File: src/logic/lod_map.svh
// register offsets, reset values and channel geometry of the lead-off configuration bank
`ifndef LOD_MAP_SVH
`define LOD_MAP_SVH
`define LOD_ADDR_W 8
`define LOD_OFF_POS_ENABLE 8'h0f
`define LOD_OFF_NEG_ENABLE 8'h10
`define LOD_OFF_POLARITY_FLIP 8'h11
`define LOD_RST_POS_ENABLE 8'h00
`define LOD_RST_NEG_ENABLE 8'h00
`define LOD_RST_POLARITY_FLIP 8'h00
`define LOD_MAX_CHANNELS 8
`endif

File: src/logic/lod_pkg.sv
// types shared by the lead-off configuration bank
package lod_pkg;
  typedef logic [7:0] lod_byte_t;
  typedef struct packed {
    logic [7:0] addr;
    logic [7:0] wdata;
    logic wr;
    logic rd;
  } lod_bus_req_t;
  typedef struct packed {
    logic [7:0] posPullUp;
    logic [7:0] posPullDown;
    logic [7:0] negPullUp;
    logic [7:0] negPullDown;
  } lod_excite_t;
endpackage

File: src/logic/lod_config_regs.sv
// lead-off detection configuration registers with status qualification and excitation steering
`timescale 1ns/100ps
`include "lod_map.svh"
module lod_config_regs #(
  parameter int CHANNELS = `LOD_MAX_CHANNELS
) (
  input wire logic clk,
  input wire logic reset,
  input wire logic clkEnable,
  input wire logic [7:0] regAddr,
  input wire logic [7:0] regWdata,
  input wire logic regWrite,
  input wire logic regRead,
  output logic [7:0] regRdata,
  input wire logic [7:0] leadOffPosRaw,
  input wire logic [7:0] leadOffNegRaw,
  output logic [7:0] posMonitorEnable,
  output logic [7:0] negMonitorEnable,
  output lod_pkg::lod_excite_t excite,
  output logic [7:0] leadOffPosStatus,
  output logic [7:0] leadOffNegStatus,
  output logic [7:0] leadOffPosValid,
  output logic [7:0] leadOffNegValid
);

  lod_pkg::lod_byte_t posEnable_reg;
  lod_pkg::lod_byte_t negEnable_reg;
  lod_pkg::lod_byte_t polarityFlip_reg;
  lod_pkg::lod_byte_t regRdata_next;
  lod_pkg::lod_bus_req_t req;
  lod_pkg::lod_byte_t chanMask;
  lod_pkg::lod_excite_t excite_next;

  assign req = '{addr: regAddr, wdata: regWdata, wr: regWrite, rd: regRead};

  // ones for channels that exist on this variant
  function automatic lod_pkg::lod_byte_t presentMask(input int n);
    lod_pkg::lod_byte_t m;
    m = 8'h00;
    for (int i = 0; i < 8; i++) begin
      if (i < n) begin
        m[i] = 1'b1;
      end
    end
    return m;
  endfunction

  function automatic logic hit(input logic [7:0] a, input logic [7:0] off);
    return a == off;
  endfunction

  assign chanMask = presentMask(CHANNELS);

  // absent-channel bits are stored as written but drive nothing
  always_ff @(posedge clk or posedge reset) begin
    if (reset) begin
      posEnable_reg <= `LOD_RST_POS_ENABLE;
    end else if (clkEnable && req.wr && hit(req.addr, `LOD_OFF_POS_ENABLE)) begin
      posEnable_reg <= req.wdata;
    end
  end

  always_ff @(posedge clk or posedge reset) begin
    if (reset) begin
      negEnable_reg <= `LOD_RST_NEG_ENABLE;
    end else if (clkEnable && req.wr && hit(req.addr, `LOD_OFF_NEG_ENABLE)) begin
      negEnable_reg <= req.wdata;
    end
  end

  always_ff @(posedge clk or posedge reset) begin
    if (reset) begin
      polarityFlip_reg <= `LOD_RST_POLARITY_FLIP;
    end else if (clkEnable && req.wr && hit(req.addr, `LOD_OFF_POLARITY_FLIP)) begin
      polarityFlip_reg <= req.wdata;
    end
  end

  // unmapped addresses read as zero
  always_comb begin
    if (hit(req.addr, `LOD_OFF_POS_ENABLE)) begin
      regRdata_next = posEnable_reg;
    end else if (hit(req.addr, `LOD_OFF_NEG_ENABLE)) begin
      regRdata_next = negEnable_reg;
    end else if (hit(req.addr, `LOD_OFF_POLARITY_FLIP)) begin
      regRdata_next = polarityFlip_reg;
    end else begin
      regRdata_next = 8'h00;
    end
  end

  // read data stands from the strobe's enabled edge until the next enabled edge
  always_ff @(posedge clk or posedge reset) begin
    if (reset) begin
      regRdata <= 8'h00;
    end else if (clkEnable) begin
      regRdata <= req.rd ? regRdata_next : 8'h00;
    end
  end

  // excitation only where a side is monitored on a present channel
  always_comb begin
    excite_next.posPullUp = posEnable_reg & chanMask & ~polarityFlip_reg;
    excite_next.posPullDown = posEnable_reg & chanMask & polarityFlip_reg;
    excite_next.negPullDown = negEnable_reg & chanMask & ~polarityFlip_reg;
    excite_next.negPullUp = negEnable_reg & chanMask & polarityFlip_reg;
  end

  always_ff @(posedge clk or posedge reset) begin
    if (reset) begin
      excite <= '0;
    end else if (clkEnable) begin
      excite <= excite_next;
    end
  end

  always_ff @(posedge clk or posedge reset) begin
    if (reset) begin
      posMonitorEnable <= 8'h00;
      negMonitorEnable <= 8'h00;
    end else if (clkEnable) begin
      posMonitorEnable <= posEnable_reg & chanMask;
      negMonitorEnable <= negEnable_reg & chanMask;
    end
  end

  // status of disabled inputs is forced to zero so nothing downstream trusts it
  always_ff @(posedge clk or posedge reset) begin
    if (reset) begin
      leadOffPosStatus <= 8'h00;
      leadOffNegStatus <= 8'h00;
    end else if (clkEnable) begin
      leadOffPosStatus <= leadOffPosRaw & posEnable_reg & chanMask;
      leadOffNegStatus <= leadOffNegRaw & negEnable_reg & chanMask;
    end
  end

  // valid vectors tell downstream which status bits may be trusted
  always_ff @(posedge clk or posedge reset) begin
    if (reset) begin
      leadOffPosValid <= 8'h00;
      leadOffNegValid <= 8'h00;
    end else if (clkEnable) begin
      leadOffPosValid <= posEnable_reg & chanMask;
      leadOffNegValid <= negEnable_reg & chanMask;
    end
  end

  AST_POS_WRITE_READBACK: assert property (@(posedge clk) disable iff (reset)
    clkEnable && regWrite && regAddr == `LOD_OFF_POS_ENABLE ##1 clkEnable && regRead
      && regAddr == `LOD_OFF_POS_ENABLE && !regWrite |=> regRdata == $past(regWdata, 2))
    else $error("positive enable readback mismatch");

  AST_READ_ONE_CYCLE: assert property (@(posedge clk) disable iff (reset)
    clkEnable && !regRead |=> regRdata == 8'h00)
    else $error("read data outside its cycle");

  AST_POS_STATUS_MASK: assert property (@(posedge clk) disable iff (reset)
    (leadOffPosStatus & ~leadOffPosValid) == 8'h00)
    else $error("positive status on unmonitored input");

  AST_NEG_STATUS_MASK: assert property (@(posedge clk) disable iff (reset)
    (leadOffNegStatus & ~leadOffNegValid) == 8'h00)
    else $error("negative status on unmonitored input");

  AST_NO_FLIP: assert property (@(posedge clk) disable iff (reset)
    clkEnable |=> (excite.posPullDown & ~$past(polarityFlip_reg)) == 8'h00
      && excite.posPullUp == ($past(posEnable_reg) & chanMask & ~$past(polarityFlip_reg)))
    else $error("unflipped excitation wrong");

  AST_FLIP: assert property (@(posedge clk) disable iff (reset)
    clkEnable |=> excite.negPullUp == ($past(negEnable_reg) & chanMask & $past(polarityFlip_reg)))
    else $error("flipped excitation wrong");

  AST_ABSENT_CHANNELS: assert property (@(posedge clk) disable iff (reset)
    ((posMonitorEnable | negMonitorEnable) & ~chanMask) == 8'h00)
    else $error("absent channel monitored");

  AST_NEG_ENABLE_FOLLOWS: assert property (@(posedge clk) disable iff (reset)
    clkEnable && regWrite && regAddr == `LOD_OFF_NEG_ENABLE ##1 clkEnable
      |=> negMonitorEnable == ($past(regWdata, 2) & chanMask))
    else $error("negative enable not applied");

  AST_POS_ENABLE_FOLLOWS: assert property (@(posedge clk) disable iff (reset)
    clkEnable && regWrite && regAddr == `LOD_OFF_POS_ENABLE ##1 clkEnable
      |=> posMonitorEnable == ($past(regWdata, 2) & chanMask))
    else $error("positive enable not applied");

  AST_NEG_WRITE_READBACK: assert property (@(posedge clk) disable iff (reset)
    clkEnable && regWrite && regAddr == `LOD_OFF_NEG_ENABLE ##1 clkEnable && regRead
      && regAddr == `LOD_OFF_NEG_ENABLE && !regWrite |=> regRdata == $past(regWdata, 2))
    else $error("negative enable readback mismatch");

  AST_FLIP_WRITE_READBACK: assert property (@(posedge clk) disable iff (reset)
    clkEnable && regWrite && regAddr == `LOD_OFF_POLARITY_FLIP ##1 clkEnable && regRead
      && regAddr == `LOD_OFF_POLARITY_FLIP && !regWrite |=> regRdata == $past(regWdata, 2))
    else $error("polarity flip readback mismatch");

  AST_UNMAPPED_READ_ZERO: assert property (@(posedge clk) disable iff (reset)
    clkEnable && regRead && regAddr != `LOD_OFF_POS_ENABLE && regAddr != `LOD_OFF_NEG_ENABLE
      && regAddr != `LOD_OFF_POLARITY_FLIP |=> regRdata == 8'h00)
    else $error("unmapped address read nonzero");

  AST_POS_WRITE_LANDS: assert property (@(posedge clk) disable iff (reset)
    clkEnable && regWrite && regAddr == `LOD_OFF_POS_ENABLE
      |=> posEnable_reg == $past(regWdata))
    else $error("positive enable write lost");

  AST_NEG_WRITE_LANDS: assert property (@(posedge clk) disable iff (reset)
    clkEnable && regWrite && regAddr == `LOD_OFF_NEG_ENABLE
      |=> negEnable_reg == $past(regWdata))
    else $error("negative enable write lost");

  AST_FLIP_WRITE_LANDS: assert property (@(posedge clk) disable iff (reset)
    clkEnable && regWrite && regAddr == `LOD_OFF_POLARITY_FLIP
      |=> polarityFlip_reg == $past(regWdata))
    else $error("polarity flip write lost");

  AST_UNMAPPED_WRITE_IGNORED: assert property (@(posedge clk) disable iff (reset)
    clkEnable && regWrite && regAddr != `LOD_OFF_POS_ENABLE && regAddr != `LOD_OFF_NEG_ENABLE
      && regAddr != `LOD_OFF_POLARITY_FLIP
      |=> $stable(posEnable_reg) && $stable(negEnable_reg) && $stable(polarityFlip_reg))
    else $error("unmapped write changed a register");

  AST_FROZEN_REGS: assert property (@(posedge clk) disable iff (reset)
    !clkEnable |=> $stable(posEnable_reg) && $stable(negEnable_reg) && $stable(polarityFlip_reg))
    else $error("register changed while frozen");

  AST_FROZEN_OUTPUTS: assert property (@(posedge clk) disable iff (reset)
    !clkEnable |=> $stable(regRdata) && $stable(excite) && $stable(posMonitorEnable)
      && $stable(negMonitorEnable) && $stable(leadOffPosStatus) && $stable(leadOffNegStatus))
    else $error("output changed while frozen");

  AST_RESET_CLEAR: assert property (@(posedge clk)
    reset ##1 reset |-> posEnable_reg == 8'h00 && negEnable_reg == 8'h00
      && polarityFlip_reg == 8'h00 && regRdata == 8'h00)
    else $error("registers not cleared by reset");

  AST_RESET_OUTPUTS_CLEAR: assert property (@(posedge clk)
    reset ##1 reset |-> excite == '0 && posMonitorEnable == 8'h00 && negMonitorEnable == 8'h00
      && leadOffPosValid == 8'h00 && leadOffNegValid == 8'h00)
    else $error("derived outputs not cleared by reset");

  AST_NO_FLIP_NEG: assert property (@(posedge clk) disable iff (reset)
    clkEnable |=> excite.negPullDown == ($past(negEnable_reg) & chanMask & ~$past(polarityFlip_reg)))
    else $error("unflipped negative excitation wrong");

  AST_FLIP_POS: assert property (@(posedge clk) disable iff (reset)
    clkEnable |=> excite.posPullDown == ($past(posEnable_reg) & chanMask & $past(polarityFlip_reg)))
    else $error("flipped positive excitation wrong");

  AST_POS_PULL_EXCLUSIVE: assert property (@(posedge clk) disable iff (reset)
    (excite.posPullUp & excite.posPullDown) == 8'h00)
    else $error("positive input pulled both ways");

  AST_NEG_PULL_EXCLUSIVE: assert property (@(posedge clk) disable iff (reset)
    (excite.negPullUp & excite.negPullDown) == 8'h00)
    else $error("negative input pulled both ways");

  AST_POS_EXCITE_MONITORED: assert property (@(posedge clk) disable iff (reset)
    ((excite.posPullUp | excite.posPullDown) & ~posMonitorEnable) == 8'h00)
    else $error("excitation on unmonitored positive input");

  AST_NEG_EXCITE_MONITORED: assert property (@(posedge clk) disable iff (reset)
    ((excite.negPullUp | excite.negPullDown) & ~negMonitorEnable) == 8'h00)
    else $error("excitation on unmonitored negative input");

  AST_POS_VALID_FOLLOWS: assert property (@(posedge clk) disable iff (reset)
    clkEnable |=> leadOffPosValid == ($past(posEnable_reg) & chanMask))
    else $error("positive valid vector wrong");

  AST_NEG_VALID_FOLLOWS: assert property (@(posedge clk) disable iff (reset)
    clkEnable |=> leadOffNegValid == ($past(negEnable_reg) & chanMask))
    else $error("negative valid vector wrong");

  AST_POS_STATUS_FOLLOWS: assert property (@(posedge clk) disable iff (reset)
    clkEnable |=> leadOffPosStatus == ($past(leadOffPosRaw) & $past(posEnable_reg) & chanMask))
    else $error("positive status wrong");

  AST_NEG_STATUS_FOLLOWS: assert property (@(posedge clk) disable iff (reset)
    clkEnable |=> leadOffNegStatus == ($past(leadOffNegRaw) & $past(negEnable_reg) & chanMask))
    else $error("negative status wrong");

  AST_ABSENT_STATUS: assert property (@(posedge clk) disable iff (reset)
    ((leadOffPosStatus | leadOffNegStatus | leadOffPosValid | leadOffNegValid) & ~chanMask) == 8'h00)
    else $error("absent channel status shown");

  AST_ABSENT_EXCITE: assert property (@(posedge clk) disable iff (reset)
    ((excite.posPullUp | excite.posPullDown | excite.negPullUp | excite.negPullDown) & ~chanMask) == 8'h00)
    else $error("absent channel excited");

  AST_READ_POS_DATA: assert property (@(posedge clk) disable iff (reset)
    clkEnable && regRead && regAddr == `LOD_OFF_POS_ENABLE
      |=> regRdata == $past(posEnable_reg))
    else $error("positive enable read wrong");

  AST_READ_NEG_DATA: assert property (@(posedge clk) disable iff (reset)
    clkEnable && regRead && regAddr == `LOD_OFF_NEG_ENABLE
      |=> regRdata == $past(negEnable_reg))
    else $error("negative enable read wrong");

  AST_READ_FLIP_DATA: assert property (@(posedge clk) disable iff (reset)
    clkEnable && regRead && regAddr == `LOD_OFF_POLARITY_FLIP
      |=> regRdata == $past(polarityFlip_reg))
    else $error("polarity flip read wrong");

endmodule

File: config.mk
export PLATFORM = sky130hd
export DESIGN_NAME = lod_config_regs
export DESIGN_NICKNAME = d
export VERILOG_FILES = /design/src/logic/lod_pkg.sv /design/src/logic/lod_config_regs.sv
export VERILOG_INCLUDE_DIRS = /design/src /design/src/logic
export SDC_FILE = /design/constraint.sdc
export NUM_CORES = 1
export LEC_CHECK = 0
export BUFFER_PORTS_ARGS = -buffer_cell sky130_fd_sc_hd__buf_4
export CAP_MARGIN = 5
export CORE_MARGIN = 2
export CORE_UTILIZATION = 45
export CTS_BUF_LIST = sky130_fd_sc_hd__clkbuf_2
export CTS_CLUSTER_DIAMETER = 100
export DETAILED_ROUTE_END_ITERATION = 8
export PLACE_DENSITY = 0.81
export SYNTH_ARGS = -nofsm -noshare
export SYNTH_HDL_FRONTEND = slang
export SYNTH_SLANG_ARGS = --single-unit
File: constraint.sdc
create_clock -name clk -period 3.1 [get_ports clk]
set_input_delay 0.465 -clock clk [delete_from_list [all_inputs] [get_ports clk]]
set_output_delay 0.465 -clock clk [all_outputs]
set_load 0.02 [all_outputs]
# Yosys cells after proc, flatten, opt, wreduce, memory -nomap -nowiden
# Index checks and enable logic that the tools add are counted.
[word_totals]
register_bits = 96
inputBits = 37
out_inout_bits = 88
wordCells = 30
[op_classes]
eq_ne = 3
mux = 4
bitwise = 7
reduce_logical = 4
[op_table]
columns = ["cell", "count"]
rows = [
  ["AND 8 bit", 6],
  ["2-to-1 mux 8 bit", 4],
  ["equality test 8 x 5 -> 1 bit, second input constant", 2],
  ["equality test 8 x 4 -> 1 bit, second input constant", 1],
  ["NOT 8 bit", 1],
  ["logical AND 1 bit", 4],
]

# Depth between registers and ports, before layout
[depth]
depth_word = 5
depth_mapped = 5
ltp_nobuf = 3

# Worst setup path before layout
# Ideal clock, no wire load.
[synth_path]
path_type = "input to register"
from = "in regAddr[1]"
to = "reg polarityFlip_reg[0]"
setup_ns = 0.125
arrival_ns = 1.641
required_ns = 2.975
path_slack_ns = 1.334
stages = 4
n_path_buf = 1
path_cell_list = "nor4b_4 -> and4_2 -> buf_6 -> mux2_2"
[synth_between]
elab_chain_len = 2
[synth_rtl]
columns = ["item", "line_no", "source"]
rows = [
  ["from (decl)", "lod_config_regs.sv:10", "input wire logic [7:0] regAddr,"],
  ["equality test 8 x 5 -> 1 bit", "lod_config_regs.sv:49", "return a == off;"],
  ["logical AND 1 bit", "lod_config_regs.sv:74", "end else if (clkEnable && req.wr && hit(req.addr, `LOD_OFF_POLARITY_FLIP)) begin"],
  ["to (signal assigned)", "lod_config_regs.sv:73", "polarityFlip_reg <= `LOD_RST_POLARITY_FLIP;"],
  ["to (signal assigned)", "lod_config_regs.sv:75", "polarityFlip_reg <= req.wdata;"],
  ["to (decl)", "lod_config_regs.sv:28", "lod_pkg::lod_byte_t polarityFlip_reg;"],
]
# No other way between the ends.
# A chain may end at the register's enable or synchronous reset.

# Worst setup path in the final report
[layout_path]
from = "reg excite[23] (netlist bit)"
to = "out excite[23] (netlist bit)"
[layout_lines]
columns = ["item", "line_no", "source"]
rows = [
  ["from (decl)", "lod_config_regs.sv:19", "output lod_pkg::lod_excite_t excite,"],
  ["from (signal assigned)", "lod_config_regs.sv:113", "excite <= excite_next;"],
]
# No word-level cell between the ends.

==> impl_metrics.yaml <==
outcome:
  status: "completed"
routing:
  m1WireLength_um: 4292
  antenna_left: 0
  wl_um: 9093
  wl_per_cell_um: 15.46
  dr_wl_met3_um: 464
  avgViaCountPerCell: 5.100
  detailedRoute.firstPassIterationCount: 5
  drc_errors: 0
  drtIter0Drc: 110
  dr_total_vias: 2999
  top_layer_used: "met4"
  dr_wl_met2_um: 4202
setup_path:
  reg2reg_setup_slack_ns: 1.87
  cp-end-kind: "output port"
  reg2reg_from: "polarityFlip_reg[1]"
  r2r_cells: 3
  critical_path.top_delay_family: "flip-flops"
  slowest_stage: "dfrtp_1"
  critPathKind: "reg -> out"
  worst-path-max-fanout: 2
  worstPathArrival_ns: 1.17
  worstPathRequired_ns: 2.63
  crit_buf_inv: 1
  worstSetupStartpoint: "excite[23]"
  path_cells: "buf_4"
  cp-start-kind: "flop"
  timing.rr.end: "regRdata[1]"
  critPathMaxStageDelay_ns: 0.47
yosys:
  postSynthAreaPerCell_um2: 10.87
  postSynthRegisterBits: 96
  synthArstFlopShare: 1.000
  ys_seq_area_frac: 0.5987
  synth_edf_count: 0
  syn_nets: 406
  syn_inst: 369
  synth_area_leaders: "dfrtp_1, mux2_2, inv_1, o21ai_0, nand3_1"
  synth_cell_types: 20
  syn_area_um2: 4013
  synth_top_area_frac: 0.5987
  ys_warn_count: 0
  synth_ff_type: "dfrtp_1"
  yosysTopAreaCell: "dfrtp_1"
grt:
  grt_pass1_vias: 2827
  grt_pass1_wl_um: 14500
  grt_max_degree: 120
  overflow: 0
  grt_antenna_before_repair: 1
  grt_usage: 0.1903
timing:
  timing.fmax_mhz: 609.8
  fin_crit_ns: 1.640
  skew_ns: 0.03187
  holdWs_ns: 0.1272
  fin_ws_ns: 1.460
  worst_pin_slew_ns: 0.9791
  maxSlewHeadroom: 0.3473
  setup-tns-final_ns: 0
  rsz0062_at_grt: "no"
  setup_viol: 0
  drv_slew: 0
  hold_viol_final: 0
  finalCritPeriodShare: 0.5290
layout:
  largest-register: "excite"
  n_fill_cell: 765
  final_util: 0.5800
  final_nets: 511
  stdcell_count: 588
  drive_gt1_frac: 0.3820
  largest_reg_flops: 32
  synthToLayoutAreaGrowth_pct: 25.44
  multiInputGateArea_um2: 1145
  final_area_um2: 5034
  regArea_um2: 2402
die:
  fp.dieArea_um2: 9688
  ios: 125
  dieWidth_um: 98.43
  coreArea_um2: 8678
  die_y_um: 98.43
  std_cell_rows: 34
  initial_core_util: 0.4624
clock_network:
  cts_tree: "built"
  clock_sink_count: 96
  cts_buffers: 9
  ctsHtreeMaxLevel: 3
  cts-root-buf: "clkbuf_2"
  clk_latency_ns: 0.54
  clk_pin_slew_ns: 0.28
  cts_buffer_depth: 2
power:
  p_int_mw: 1.556
  p_seq_frac: 0.617
  power.total_mw: 2.115
  clkPwrFrac: 0.292
  sw_frac_of_total: 0.2641
  combPwrFrac: 0.091
  netSwitchingPower_uw: 558.5
  power.density_nw_per_um2: 420.1
  leakagePower_nw: 2.479
  vdd.ir_drop.worst_mv: 0.2734
placement:
  dp_hpwl_um: 6557
  gp_congestion: 0.7634
  io_buffer_count: 124
  placed_cells: 570
  placed_area_um2: 4905
  preCtsSetupSlack_ns: 0.9740
worst_hold_path:
  hp-class: "in -> reg"
  hold_end: "leadOffPosStatus[7]"
  holdPathStages: 3
  min-delay-start: "leadOffPosRaw[7]"
run:
  drv_cap: 0
power groups by stage:
| stage | Combinational [mW] | Sequential (mW) | Clock, mW |
|---|---|---|---|
| after global placement | 0.189 | 1.33 | 0 |
| after floorplan | 0.0899 | 1.34 | 0 |
| after CTS | 0.195 | 1.31 | 0.639 |
| after detailed placement | 0.194 | 1.33 | 0 |
| final | 0.192 | 1.31 | 0.617 |
| after global routing | 0.211 | 1.31 | 0.688 |
kinds of logic after synthesis:
logic type             Yosys count  share of synthesized area
AO/OA/AOI/OAI                   78                     0.1116
flip-flops                      96                     0.5987
multiplexers                    34                    0.09542
buffers and inverters          105                     0.1160
AND/OR/NAND/NOR                 56                    0.07826
synthesized netlist by cell type, types with 2 or more instances:
cell and count:
dfrtp_1 96, nand2_1 17, buf_2 3, a32oi_1 8, inv_1 71, o21ai_0 48
o22ai_1 22, nand3_1 32, clkbuf_1 12, buf_4 16, mux2_2 34, buf_1 2
routing by layer:
metal | track usage | vias up
met3 | 0.03830 | 10
met2 | 0.2925 | 98
li1 | - | 1429
met1 | 0.2757 | 1462
met4 | 0.06006 | 0
met5 | 0 | -
cell usage in the layout (no fill, tap or decap), drive strengths merged, types with 2 or more instances in the layout:
cell / count
dfrtp: 96
and4: 2
inv: 73
nor4b: 2
nand3: 32
clkbuf: 10
o22ai: 22
nand2: 17
o21ai: 48
buf: 127
a32oi: 8
clkinv: 3
mux2: 34
area by class of cell:
| type | count | area share |
|---|---|---|
| Multi-Input combinational cell | 168 | 0.2274 |
| Antenna cell | 1 | 0.0004971 |
| Inverter | 71 | 0.05344 |
| Timing Repair Buffer | 128 | 0.1914 |
| Clock inverter | 6 | 0.01317 |
| Sequential cell | 96 | 0.4773 |
| Tap cell | 108 | 0.02685 |
| Clock buffer | 10 | 0.009943 |
how the worst max path moves through the flow:
| stage | endpoint | cells after the start |
|---|---|---|
| 3_5_place_dp | polarityFlip_reg[2] | 4 |
| 4_1_cts | excite[23] | 1 |
| 5_1_grt | leadOffPosValid[7] | 1 |
| 3_3_place_gp | polarityFlip_reg[2] | 4 |
| 6_report | excite[23] | 1 |
| 2_1_floorplan | excite[0] | 1 |
timing repair:
action | in CTS | in global routing
buffers inserted | 0 | 0
resized for setup | 0 | 0
hold buffers | 1 | 0
hold endpoints to repair | 48 | 0
setup endpoints to repair | 0 | 0
Note: power is estimated with default switching activity, not from simulation.
